--- config.mk ---
export PLATFORM = sky130hd
export DESIGN_NAME = slmc_top
export DESIGN_NICKNAME = d
export VERILOG_FILES = /design/src/slmc_pkg.sv /design/src/slmc_top.sv
export SDC_FILE = /design/constraint.sdc
export NUM_CORES = 1
export LEC_CHECK = 0
export BUFFER_PORTS_ARGS = -buffer_cell sky130_fd_sc_hd__buf_4
export CORE_MARGIN = 8
export CORE_UTILIZATION = 53
export DETAILED_ROUTE_END_ITERATION = 10
export GPL_TIMING_DRIVEN = 0
export PLACE_DENSITY_LB_ADDON = 0.08
export SYNTH_ARGS = -nofsm -noshare
export SYNTH_HDL_FRONTEND = slang
export SYNTH_SLANG_ARGS = --single-unit
--- constraint.sdc ---
create_clock -name clk -period 2.8 [get_ports clk]
set_clock_uncertainty 0.05 [all_clocks]
set_input_delay 0.28 -clock clk [delete_from_list [all_inputs] [get_ports clk]]
set_output_delay 0.28 -clock clk [all_outputs]
set_load 0.005 [all_outputs]
--- src/slmc_pkg.sv ---
// package: offsets, field positions, modes and timing for subscriber line mode control
package slmc_pkg;

    // ************************************************************
    // register offsets (byte addresses, one word each)
    // ************************************************************
    localparam logic [11:0] SLMC_CHAN_STRIDE         = 12'h0_010;
    localparam logic [11:0] SLMC_OFF_CHAN_MODE       = 12'h0_000;
    localparam logic [11:0] SLMC_OFF_CHAN_RING_CTRL  = 12'h0_004;
    localparam logic [11:0] SLMC_OFF_CHAN_IRQ_MASK   = 12'h0_008;
    localparam logic [11:0] SLMC_OFF_CHAN_IRQ_STATUS = 12'h0_00C;
    localparam logic [11:0] SLMC_OFF_GLOBAL_CFG_ONE  = 12'h0_100;
    localparam logic [11:0] SLMC_OFF_CI_DOWNSTREAM   = 12'h0_104;
    localparam logic [11:0] SLMC_OFF_IRQ_EVENT       = 12'h0_108;

    // ************************************************************
    // channel mode register fields, then ring, mask and global config bits
    // ************************************************************
    localparam int SLMC_BIT_SM_LSB   = 0;
    localparam int SLMC_BIT_SCAN_EN  = 3;
    localparam int SLMC_BIT_PDOWN    = 4;
    localparam int SLMC_BIT_STANDBY  = 5;
    localparam int SLMC_BIT_ACTIVE   = 6;
    localparam int SLMC_BIT_RAMP     = 7;
    localparam int SLMC_BIT_RING     = 0;
    localparam int SLMC_BIT_OVERHEAT = 0;
    localparam int SLMC_BIT_SYNTHOFF = 0;
    localparam int SLMC_BIT_SERIAL   = 1;
    // downstream c/i word: [1:0] channel, [4:2] state, [5] scan enable
    localparam int SLMC_CI_CH_LSB    = 0;
    localparam int SLMC_CI_SM_LSB    = 2;
    localparam int SLMC_CI_SCAN_BIT  = 5;

    localparam logic [7:0]  SLMC_RST_CHAN_MODE = 8'h0_017;
    localparam logic [0:0]  SLMC_RST_MASK      = 1'h1;
    localparam int          SLMC_NCH           = 4;

    // ************************************************************
    // line driver modes as driven on mode lines bit2..bit0
    // ************************************************************
    typedef enum logic [2:0] {
        SLMC_LS_ACTIVE   = 3'b000,
        SLMC_LS_EXT_RING = 3'b001,
        SLMC_LS_INT_RING = 3'b010,
        SLMC_LS_RING_OPN = 3'b011,
        SLMC_LS_TIP_OPN  = 3'b100,
        SLMC_LS_INT_TEST = 3'b101,
        SLMC_LS_STANDBY  = 3'b110,
        SLMC_LS_PDOWN    = 3'b111
    } slmc_line_state_type;

    // ternary select encoding per channel
    typedef enum logic [1:0] {
        SLMC_SEL_MID  = 2'b00,
        SLMC_SEL_LOW  = 2'b01,
        SLMC_SEL_HIGH = 2'b10
    } slmc_sel_type;

    // scan sequencer states
    typedef enum logic [1:0] {
        SLMC_ST_IDLE  = 2'b00,
        SLMC_ST_WRITE = 2'b01,
        SLMC_ST_READ  = 2'b10,
        SLMC_ST_GAP   = 2'b11
    } slmc_state_type;

    // ************************************************************
    // timing: each select phase lasts a fixed time
    // ************************************************************
    localparam int SLMC_CLK_MHZ    = 25;
    localparam int SLMC_PHASE_NS   = 1000;
    localparam int SLMC_PHASE_CYC  = (SLMC_PHASE_NS * SLMC_CLK_MHZ + 999) / 1000;
    localparam logic [7:0] SLMC_PHASE_LAST = 8'(SLMC_PHASE_CYC - 1);

    // per-channel codec mode outputs
    typedef struct packed {
        logic power_down;
        logic standby;
        logic active;
        logic ramp;
        logic ring;
        logic enabled;
    } slmc_chan_ctrl_type;

endpackage

--- src/slmc_top.sv ---
// top: apb registers, scan sequencer and mode lines for four line drivers
`timescale 1ns/1ps
`default_nettype none

// Functional notes
// [RULE_01] 3-bit line state per channel, from register or serial word
// [RULE_02] scan on: select low sends mode, high reads back
// [RULE_03] scan off: select rests at middle, no transfer
// [RULE_04] 000..011: active, external ring, internal ring, ring open
// [RULE_05] 100..111: tip open, internal test, low power standby, power down
// [RULE_06] select high, bits 1,0 high: bit 2 returns temperature, stored
// [RULE_07] line driver shuts down above its temperature limit
// [RULE_08] overheat rising edge raises an event unless masked
// [RULE_09] five codec mode bits: power down, standby, active, ramp, ring
// [RULE_10] power down stops only that channel
// [RULE_11] system should stop clocks with all channels powered down
// [RULE_12] two mode register writes leave power down; code leaves it on one write with bit 4 low
// [RULE_13] codec standby keeps only off-hook compare
// [RULE_14] driver standby keeps only off-hook sensing
// [RULE_15] ramp bit enables the ramp generator
// [RULE_16] synth off bit stops the pll and signal processing
// [RULE_17] external ring mode returns ring trip on its own line
// [RULE_18] bit 2 line drives while select low, input while high
// [RULE_19] mask high blocks the event, mask low passes it
// [RULE_20] one select at most leaves the middle level
module slmc_top
    import slmc_pkg::*;
(
    input  wire logic                      clk,
    input  wire logic                      sys_rst,
    input  wire logic                      psel,
    input  wire logic                      penable,
    input  wire logic                      pwrite,
    input  wire logic [11:0]               paddr,
    input  wire logic [31:0]               pwdata,
    output logic      [31:0]               prdata,
    output logic                           pready,
    output logic                           pslverr,
    input  wire logic                      mode_line_bit2_in,
    output logic                           mode_line_bit0,
    output logic                           mode_line_bit1,
    output logic                           mode_line_bit2_out,
    output logic                           mode_line_bit2_oe,
    output logic      [SLMC_NCH*2-1:0]     driver_select_n,
    output logic      [SLMC_NCH-1:0]       overheat_event,
    output slmc_chan_ctrl_type [SLMC_NCH-1:0] chan_ctrl,
    output logic                           synth_off_bit
);

    // ************************************************************
    // register storage
    // ************************************************************
    logic [7:0]          chan_mode_r      [SLMC_NCH];
    logic [SLMC_NCH-1:0] ring_r;
    logic [SLMC_NCH-1:0] overheat_irq_mask_r;
    logic [SLMC_NCH-1:0] overheat_flag_r;
    logic                synth_off_r;
    logic                serial_mode_r;
    logic [SLMC_NCH-1:0] event_r;

    logic                apb_acc;
    logic                apb_wr;
    logic                apb_rd;
    logic [1:0]          ch_idx;
    logic [11:0]         ch_off;
    logic                in_chan;
    logic                addr_ok;

    // first access cycle decodes reads and errors; writes land with pready
    assign apb_acc = psel && penable && !pready;
    assign apb_wr  = psel && penable && pready && pwrite;
    assign apb_rd  = apb_acc && !pwrite;
    assign ch_idx  = paddr[5:4];
    assign ch_off  = paddr & 12'h0_00F;
    assign in_chan = (paddr < 12'h0_040);

    // address decode for legality
    always_comb begin
        if (in_chan && ch_off[1:0] == 2'b00) begin
            addr_ok = 1'b1;
        end else if (paddr == SLMC_OFF_GLOBAL_CFG_ONE) begin
            addr_ok = 1'b1;
        end else if (paddr == SLMC_OFF_CI_DOWNSTREAM) begin
            addr_ok = 1'b1;
        end else if (paddr == SLMC_OFF_IRQ_EVENT) begin
            addr_ok = 1'b1;
        end else begin
            addr_ok = 1'b0;
        end
    end

    // ************************************************************
    // apb handshake
    // ************************************************************
    // pready pulses in the second access cycle
    always_ff @(posedge clk) begin
        if (sys_rst) begin
            pready  <= 1'b0;
            pslverr <= 1'b0;
        end else begin
            pready  <= psel && penable && !pready;
            pslverr <= apb_acc && !addr_ok;
        end
    end

    // read data mux, registered in the first access cycle
    always_ff @(posedge clk) begin
        if (sys_rst) begin
            prdata <= 32'h0000_0000;
        end else if (apb_rd) begin
            prdata <= 32'h0000_0000;
            if (in_chan && ch_off == SLMC_OFF_CHAN_MODE) begin
                prdata <= {24'h00_0000, chan_mode_r[ch_idx]};
            end else if (in_chan && ch_off == SLMC_OFF_CHAN_RING_CTRL) begin
                prdata <= {31'h0000_0000, ring_r[ch_idx]};
            end else if (in_chan && ch_off == SLMC_OFF_CHAN_IRQ_MASK) begin
                prdata <= {31'h0000_0000, overheat_irq_mask_r[ch_idx]};
            end else if (in_chan && ch_off == SLMC_OFF_CHAN_IRQ_STATUS) begin
                prdata <= {31'h0000_0000, overheat_flag_r[ch_idx]};
            end else if (paddr == SLMC_OFF_GLOBAL_CFG_ONE) begin
                prdata <= {30'h0000_0000, serial_mode_r, synth_off_r};
            end else if (paddr == SLMC_OFF_IRQ_EVENT) begin
                prdata <= {28'h000_0000, event_r};
            end
        end
    end

    // ************************************************************
    // per-channel configuration
    // ************************************************************
    logic                ci_wr;
    logic [1:0]          ci_ch;
    assign ci_wr = apb_wr && paddr == SLMC_OFF_CI_DOWNSTREAM && serial_mode_r;
    assign ci_ch = pwdata[SLMC_CI_CH_LSB +: 2];

    genvar g;
    generate
        for (g = 0; g < SLMC_NCH; g++) begin : g_ch
            logic hit;
            logic pd;
            assign hit = apb_wr && in_chan && ch_idx == 2'(g);
            assign pd  = chan_mode_r[g][SLMC_BIT_PDOWN];
            // mode word: the register port is ignored in serial mode
            always_ff @(posedge clk) begin
                if (sys_rst) begin
                    chan_mode_r[g] <= SLMC_RST_CHAN_MODE;
                end else if (hit && !serial_mode_r && ch_off == SLMC_OFF_CHAN_MODE) begin
                    chan_mode_r[g] <= pwdata[7:0]; // [RULE_01] [RULE_12]
                end else if (ci_wr && ci_ch == 2'(g)) begin
                    chan_mode_r[g][2:0] <= pwdata[SLMC_CI_SM_LSB +: 3]; // [RULE_01]
                    chan_mode_r[g][SLMC_BIT_SCAN_EN] <= pwdata[SLMC_CI_SCAN_BIT];
                end
            end
            // ring enable and overheat mask
            always_ff @(posedge clk) begin
                if (sys_rst) begin
                    ring_r[g]              <= 1'b0;
                    overheat_irq_mask_r[g] <= SLMC_RST_MASK;
                end else begin
                    if (hit && ch_off == SLMC_OFF_CHAN_RING_CTRL) begin
                        ring_r[g] <= pwdata[SLMC_BIT_RING]; // [RULE_12]
                    end
                    if (hit && ch_off == SLMC_OFF_CHAN_IRQ_MASK) begin
                        overheat_irq_mask_r[g] <= pwdata[SLMC_BIT_OVERHEAT];
                    end
                end
            end
            // codec mode outputs; power down gates only this channel
            always_ff @(posedge clk) begin
                if (sys_rst) begin
                    chan_ctrl[g] <= '0;
                end else begin
                    chan_ctrl[g].power_down <= pd; // [RULE_09] [RULE_10]
                    chan_ctrl[g].standby    <= chan_mode_r[g][SLMC_BIT_STANDBY] && !pd; // [RULE_13]
                    chan_ctrl[g].active     <= chan_mode_r[g][SLMC_BIT_ACTIVE] && !pd; // [RULE_09]
                    chan_ctrl[g].ramp       <= chan_mode_r[g][SLMC_BIT_RAMP] && !pd; // [RULE_15]
                    chan_ctrl[g].ring       <= ring_r[g] && !pd; // [RULE_09]
                    chan_ctrl[g].enabled    <= !pd && !synth_off_r; // [RULE_10] [RULE_16]
                end
            end
        end
    endgenerate

    // global configuration
    always_ff @(posedge clk) begin
        if (sys_rst) begin
            synth_off_r   <= 1'b0;
            serial_mode_r <= 1'b0;
            synth_off_bit <= 1'b0;
        end else begin
            if (apb_wr && paddr == SLMC_OFF_GLOBAL_CFG_ONE) begin
                synth_off_r   <= pwdata[SLMC_BIT_SYNTHOFF]; // [RULE_16]
                serial_mode_r <= pwdata[SLMC_BIT_SERIAL];
            end
            synth_off_bit <= synth_off_r; // [RULE_16]
        end
    end

    // ************************************************************
    // scan sequencer: one channel at a time on the shared mode lines
    // ************************************************************
    slmc_state_type state_r;
    logic [1:0]     cur_ch_r;
    logic [7:0]     phase_cnt_r;
    logic           phase_done;
    logic           cur_scan;
    logic [2:0]     cur_state;
    logic           overtemp_read;
    assign phase_done    = phase_cnt_r == SLMC_PHASE_LAST;
    assign cur_scan      = chan_mode_r[cur_ch_r][SLMC_BIT_SCAN_EN];
    assign cur_state     = chan_mode_r[cur_ch_r][2:0];

    // state and channel pointer
    always_ff @(posedge clk) begin
        if (sys_rst) begin
            state_r     <= SLMC_ST_IDLE;
            cur_ch_r    <= 2'b00;
            phase_cnt_r <= 8'h00;
        end else begin
            phase_cnt_r <= (state_r == SLMC_ST_IDLE || phase_done) ? 8'h00 : phase_cnt_r + 8'h01;
            case (state_r)
                SLMC_ST_IDLE: begin
                    if (cur_scan) begin
                        state_r <= SLMC_ST_WRITE; // [RULE_02]
                    end else begin
                        cur_ch_r <= cur_ch_r + 2'b01; // [RULE_03]
                    end
                end
                SLMC_ST_WRITE: begin
                    if (phase_done) begin
                        state_r <= SLMC_ST_READ;
                    end
                end
                SLMC_ST_READ: begin
                    if (phase_done) begin
                        state_r <= SLMC_ST_GAP;
                    end
                end
                default: begin
                    // gap keeps all selects at middle before the next channel
                    if (phase_done) begin
                        state_r  <= SLMC_ST_IDLE;
                        cur_ch_r <= cur_ch_r + 2'b01; // [RULE_20]
                    end
                end
            endcase
        end
    end

    // pins: only the current channel ever leaves the middle level
    always_ff @(posedge clk) begin
        if (sys_rst) begin
            driver_select_n    <= '0;
            mode_line_bit0     <= 1'b1;
            mode_line_bit1     <= 1'b1;
            mode_line_bit2_out <= 1'b1;
            mode_line_bit2_oe  <= 1'b1;
        end else begin
            for (int i = 0; i < SLMC_NCH; i++) begin
                driver_select_n[i*2 +: 2] <= SLMC_SEL_MID; // [RULE_03] [RULE_20]
            end
            if (state_r == SLMC_ST_WRITE) begin
                driver_select_n[cur_ch_r*2 +: 2] <= SLMC_SEL_LOW; // [RULE_02]
                {mode_line_bit2_out, mode_line_bit1, mode_line_bit0}
                    <= cur_state; // [RULE_04] [RULE_05] [RULE_14]
                mode_line_bit2_oe <= 1'b1; // [RULE_18]
            end else if (state_r == SLMC_ST_READ) begin
                driver_select_n[cur_ch_r*2 +: 2] <= SLMC_SEL_HIGH; // [RULE_02]
                mode_line_bit1    <= 1'b1; // [RULE_06]
                mode_line_bit0    <= 1'b1; // [RULE_06]
                mode_line_bit2_oe <= 1'b0; // [RULE_18]
            end else begin
                mode_line_bit2_oe <= 1'b1;
            end
        end
    end

    // ************************************************************
    // overheat capture and events
    // ************************************************************
    // sample at the end of the read phase
    assign overtemp_read = state_r == SLMC_ST_READ && phase_done;

    always_ff @(posedge clk) begin
        if (sys_rst) begin
            overheat_flag_r <= '0;
        end else if (overtemp_read) begin
            overheat_flag_r[cur_ch_r] <= mode_line_bit2_in; // [RULE_06] [RULE_07]
        end
    end

    // sticky event on 0 to 1; write one clears, a new edge wins over clear
    always_ff @(posedge clk) begin
        for (int i = 0; i < SLMC_NCH; i++) begin
            if (sys_rst) begin
                event_r[i] <= 1'b0;
            end else if (overtemp_read && cur_ch_r == 2'(i) && mode_line_bit2_in
                         && !overheat_flag_r[i] && !overheat_irq_mask_r[i]) begin
                event_r[i] <= 1'b1; // [RULE_08] [RULE_19]
            end else if (apb_wr && paddr == SLMC_OFF_IRQ_EVENT && pwdata[i]) begin
                event_r[i] <= 1'b0;
            end
        end
    end

    always_ff @(posedge clk) begin
        if (sys_rst) begin
            overheat_event <= '0;
        end else begin
            overheat_event <= event_r & ~overheat_irq_mask_r; // [RULE_19]
        end
    end

endmodule

`default_nettype wire

==> out/results.ini, run 1 <==
[worst_hold_path]
hp-class=in -> reg
min_path_cells=2

[run]
maxCapViolCount=0

[finish]
syn_to_final_growth_pct=26.00
nets=636
drive_gt1_share_pct=27.63
fin_util_pct=68.98
n_antenna_cell=0
final_cell_mix=97 x buf_4, 83 x dfxtp_1, 41 x nor2_1
final_common_cell=buf_4

[place]
io_buffers=73
hpwl_mm=9.425
place.gp.congestion=0.8977

[clock_tree]
cts_resized=0
cts_buffer_depth=2
cts_root_buf=clkbuf_8
clk_latency_ns=0.51
clk_pin_slew_ns=0.05
numCtsBuffers=17
htree_levels=4
cts_tree=yes
cts_sinks=115

[worst_setup_path]
critical_path.max_fanout=6
cp.required_ns=2.95
reg2reg_slack_ns=0.11
crit_cells=4
cp_data_arrival_time_ns=2.85
cp_top_family=compound AO/OA/AOI/OAI gates
critical-path-slowest-cell=o21ai_0
worstPathCellList=nand4_1, or4_4, o21ai_0, a21o_1
start_kind=flip-flop
r2r_cells=4
slowest_delay_ns=0.78
timing.critical_path.buf_inv=0
end_kind=flip-flop
critical_path_class=reg -> reg

[power]
power.leakage_nw=2.552
total_power_w=0.004265
peakVddDrop_mv=0.4398
powerDensity_nw_per_um2=666.0

[sta]
setup_viol=0
period_needed_ns=2.694
hold_viol=0
slew_headroom_pct=32.86
finalCritPeriodShare_pct=96.23
slew_viol_final=0
rsz0062_at_grt=no
worstMarginPinSlew_ns=0.9966
timing.fmax_ghz=0.3712

[logic_synthesis]
synth_cell_types=53
ys_ff_latch=115
ys_seq_area_share_pct=51.60
ys_async_sr_fraction_pct=0
syn_area_sq_um=5082
syn_inst=461
syn_avg_cell_area_sq_um=11.02
synth_warnings=0
synth_ff_type=dfxtp_1
synth_enable_flop_cells=32

[global_route]
grt_pass1_wl_mm=20.17
grt_pass1_vias=3857
grt_overflow=0
gr-usage-all-layers_pct=20.11
grt_max_degree=17
antenna_found_initial=0

[route]
first_pass_iters=6
postRouteAntennaNets=0
wl_per_cell_um=17.80
viasPerCell=5.495
vias=3951
drt_iter0_drc=302
drc=0
finalWirelength_mm=12.80

[run_status]
status=completed

[die]
initial_utilization_pct=54.74
die_w_um=113.9
die_h_um=113.9
io_pins=125
rows=35
coreArea_sq_um=9284
die-area_sq_um=12980

[sequential cells by signal, summed over array words and instances, names as in the netlist, 2 cells and up, named ones only]
register / cells
driver_select_n: 8
event_r: 4
chan_ctrl: 24
chan_mode_r: 32
prdata: 8
ring_r: 4
overheat_event: 4
overheat_flag_r: 4
phase_cnt_r: 8
cur_ch_r: 2
overheat_irq_mask_r: 4
state_r: 2
[final cells by class]
class / instances / area (sq um)
timing repair buffer: 74 / 558.0
sequential: 115 / 2623
tap: 129 / 161.4
fill: 725 / 2880
buffer: 39 / 240.2
clock buffer: 19 / 421.7
inverter: 15 / 56.30
multi-input combinational: 315 / 2250
clock inverter: 13 / 93.84
[per-stage QoR]
stage	worst slack [ns]	instances	hold slack, ns	setup TNS, ns	cell area [sq um]
floorplan	0.5775	484	0.3696	0	5169
global placement	-0.04758	686	0.3897	-0.1901	5878
detailed placement	-0.08210	686	0.4058	-0.3281	5878
CTS	0.09244	719	0.01097	0	6404
global route	0.04140	719	0.01503	0	6404
finish	0.1057	719	0.01982	0	6404
[Yosys cell counts (all sizes together), types with 4 or more instances]
| cell | instances | area (sq um) |
|---|---|---|
| or3 | 8 | 51.30 |
| nand2 | 22 | 85.09 |
| nand3 | 12 | 60.06 |
| inv | 13 | 48.80 |
| mux4 | 15 | 337.8 |
| nor3 | 14 | 103.9 |
| a31o | 4 | 35.03 |
| buf | 28 | 198.9 |
| a21oi | 16 | 80.08 |
| mux2i | 13 | 130.1 |
| nor2b | 9 | 71.32 |
| ha | 9 | 112.6 |
| dfxtp | 83 | 1662 |
| nor4 | 8 | 95.09 |
| a32o | 5 | 50.05 |
| a21o | 4 | 30.03 |
| nor2 | 41 | 153.9 |
| and2 | 38 | 237.7 |
| o311ai | 4 | 35.03 |
| edfxtp | 32 | 960.9 |
| nand4 | 7 | 43.79 |
| nand2b | 5 | 33.78 |
| clkbuf | 11 | 41.29 |
| o21ai | 21 | 105.1 |
| a22oi | 4 | 30.03 |
| or4 | 4 | 41.29 |
[final timing paths]
path,end,startpoint
worst min-delay path,pslverr$_SDFF_PP0_,paddr[0]
worst max-delay path,chan_mode_r[2][0]$_SDFFCE_PN1P_,pready$_SDFF_PP0_
worst max register to register,chan_mode_r[2][0]$_SDFFCE_PN1P_,pready$_SDFF_PP0_
worst min register to register,phase_cnt_r[0]$_SDFF_PP0_,phase_cnt_r[0]$_SDFF_PP0_
[metal layers]
metal / wire length [um] / up-vias / global-route usage, %
met3: 1170 / 26 / 6.392
met2: 6042 / 207 / 31.98
met4: 291 / 0 / 8.075
met1: 5296 / 1862 / 24.77
li1: - / 1856 / -
met5: 0 / - / 0
[power by group]
part	internal [W]	total, W	switching [W]
clock network	0.00115	0.00189	0.000736
logic	0.000244	0.000551	0.000308
registers	0.00177	0.00183	0.0000510
total	0.00317	0.00426	0.00109
[cell families after synthesis]
family          synth area share, %
compound gates                9.011
xor+xnor                      1.034
mux                           9.650
fa+ha+maj                     2.216
other cells                 0.07378
flops                         51.60
simple gates                  20.58
buf+inv                       5.834
[timing repair]
item / in CTS / in global routing
setup buffers: 0 / 0
hold buffers: 1 / 0
endpoints found under the hold margin: 2 / 0
Power figures use the tool's default switching activity.
==> run 2, diff against run 1 <==
Settings changed: CORE_UTILIZATION 53 to 55, CTS_BUF_LIST from default to sky130_fd_sc_hd__clkbuf_4.
==> out/results.ini, run 2 (synthesis results as in run 1) <==
[place]
hpwl_mm=9.485  ; +0.63%
place.gp.congestion=0.9161  ; +2.0%
placedCellCount=668  ; -2.6%
io_buffers=73  ; unchanged

[finish]
syn_to_final_growth_pct=21.47
final_common_cell=buf_4
final_cell_mix=97 x buf_4, 83 x dfxtp_1, 41 x nor2_1
fillCellCount=728  ; +0.41%
largest_reg_flops=32  ; unchanged
top_regs=chan_mode_r x32, chan_ctrl x24
n_antenna_cell=0  ; unchanged
top_register=chan_mode_r
drive_gt1_share_pct=28.04  ; +0.41 points
nets=638  ; +0.31%
fin_cells=703  ; -2.2%

[run_status]
status=completed

[power]
peakVddDrop_mv=0.3264  ; -26%
power.leakage_nw=2.469  ; -3.2%
powerDensity_nw_per_um2=585.8  ; -12%

[die]
initial_utilization_pct=55.80  ; +1.1 points
io_pins=125  ; unchanged
die_w_um=112.1  ; -1.6%
die-area_sq_um=12570  ; -3.1%
coreArea_sq_um=9109  ; -1.9%
die_h_um=112.1  ; -1.6%
rows=35  ; unchanged

[clock_tree]
clk_latency_ns=0.50  ; about the same
cts_root_buf=clkbuf_4
post_cts_buffers=0  ; unchanged
cts_buffer_depth=2  ; unchanged
cts_tree=yes
numCtsBuffers=17  ; unchanged
clk_pin_slew_ns=0.09  ; +0.04 ns
cts_sinks=115  ; unchanged
htree_levels=4  ; unchanged

[sta]
finalCritPeriodShare_pct=94.70  ; -1.5 points
setup_viol=0  ; unchanged
rsz0062_at_grt=no
fin_setup_tns_ns=0  ; unchanged
period_needed_ns=2.652  ; -0.04261 ns
worstMarginPinSlew_ns=0.9563  ; -0.04022 ns
slew_headroom_pct=35.57  ; +2.7 points
timing.fmax_ghz=0.3771  ; +1.6%
slew_viol_final=0  ; unchanged
hold_viol=0  ; unchanged

[global_route]
grt_pass1_wl_mm=19.85  ; -1.6%
grt_pass1_vias=3811  ; -1.2%
grt_max_degree=17  ; unchanged
grt_overflow=0  ; unchanged
gr-usage-all-layers_pct=20.16  ; +0.050 points
antenna_found_initial=0  ; unchanged

[route]
vias=3887  ; -1.6%
wl_per_cell_um=17.79  ; about the same
first_pass_iters=5  ; -1
drt_iter0_drc=239  ; -21%
postRouteAntennaNets=0  ; unchanged
viasPerCell=5.529  ; +0.62%
drc=0  ; unchanged
finalWirelength_mm=12.51  ; -2.3%

[run]
maxCapViolCount=0  ; unchanged

[worst_setup_path]
timing.rr.start=pready$_SDFF_PP0_
slowest_delay_ns=0.75  ; -0.03 ns
cp_top_family=compound AO/OA/AOI/OAI gates
end_kind=flip-flop
worstPathCellList=nand4_1, or4_4, o21ai_0, a21o_1
critical_path_class=reg -> reg
cp_data_arrival_time_ns=2.80  ; -0.05 ns
timing.critical_path.buf_inv=0  ; unchanged
cp.required_ns=2.95  ; about the same
critical_path.max_fanout=6  ; unchanged
start_kind=flip-flop
critical-path-slowest-cell=o21ai_0
worstSetupStartpoint=pready$_SDFF_PP0_

[worst_hold_path]
hp-class=in -> reg
hp-start=penable

==> run 2: cell types whose count changed in the layout (fill, tap and decap cells not counted) <==
cell           before  now
bufinv_16           1    3
clkbuf_16          16    0
inv_4               0    1
clkinv_2            6    3
clkbuf_1           13   11
dlygate4sd3_1       1    3
inv_2               0    1
clkinv_1            5    4
clkinvlp_4          3    2
clkbuf_4            0   20
clkbuf_8            1    0
==> run 2: worst min-delay path, stage by stage <==
cell and delay, ns:
buf_4 0.12, nand2_1 0.08, nor3_1 0.06
==> run 2: layout make-up <==
class	instances	area [sq um]	area share (%)
Tap cell	111	138.9	2.250
Multi-Input combinational cell	315	2250	36.44
Inverter	15	56.30	0.9120
Clock buffer	20	150.1	2.432
Clock inverter	12	137.6	2.229
Timing Repair Buffer	76	578.1	9.364
Sequential cell	115	2623	42.48
Buffer	39	240.2	3.891
==> run 2: final timing paths <==
check                                          to  slack [ns]  cells after the start
setup / recovery  chan_mode_r[2][1]$_SDFFCE_PN1P_        0.15                      4
hold reg to reg            prdata[6]$_SDFFE_PP0P_        0.41                      2
setup reg to reg  chan_mode_r[2][1]$_SDFFCE_PN1P_        0.15                      4
hold / removal                  pready$_SDFF_PP0_        0.04                      3
==> run 2: per-stage QoR <==
step / instance area (sq um) / hold slack (ns) / utilization [%] / total power [W] / setup WS, ns
after floorplan: 5169 / 0.3696 / - / 0.002224 / 0.5775
after global placement: 5856 / 0.3932 / 64.29 / 0.002384 / -0.009545
after detailed placement: 5856 / 0.4000 / 64.29 / 0.002399 / -0.02292
after CTS: 6173 / 0.003237 / 67.77 / 0.003638 / 0.1910
after global routing: 6173 / 0.01001 / 67.77 / 0.003787 / 0.03623
final: 6173 / 0.03668 / 67.77 / 0.003617 / 0.1483
==> run 2: what timing repair did <==
action / in CTS / in global routing
gates resized for setup: 0 / 0
hold buffers: 3 / 0
endpoints found under the hold margin: 9 / 0
==> run 2: power breakdown <==
group | internal (W) | switching [W] | total, W
clock | 0.000636 | 0.000610 | 0.00125
combinational | 0.000245 | 0.000305 | 0.000551
sequential | 0.00177 | 0.0000491 | 0.00182
==> run 2: per-layer routing <==
metal / GRT usage, % / routed length, um / up-vias
met5: 0 / 0 / -
met4: 7.644 / 173 / 0
met3: 6.549 / 1138 / 15
met2: 33.32 / 6168 / 192
met1: 23.95 / 5025 / 1818
li1: - / - / 1862
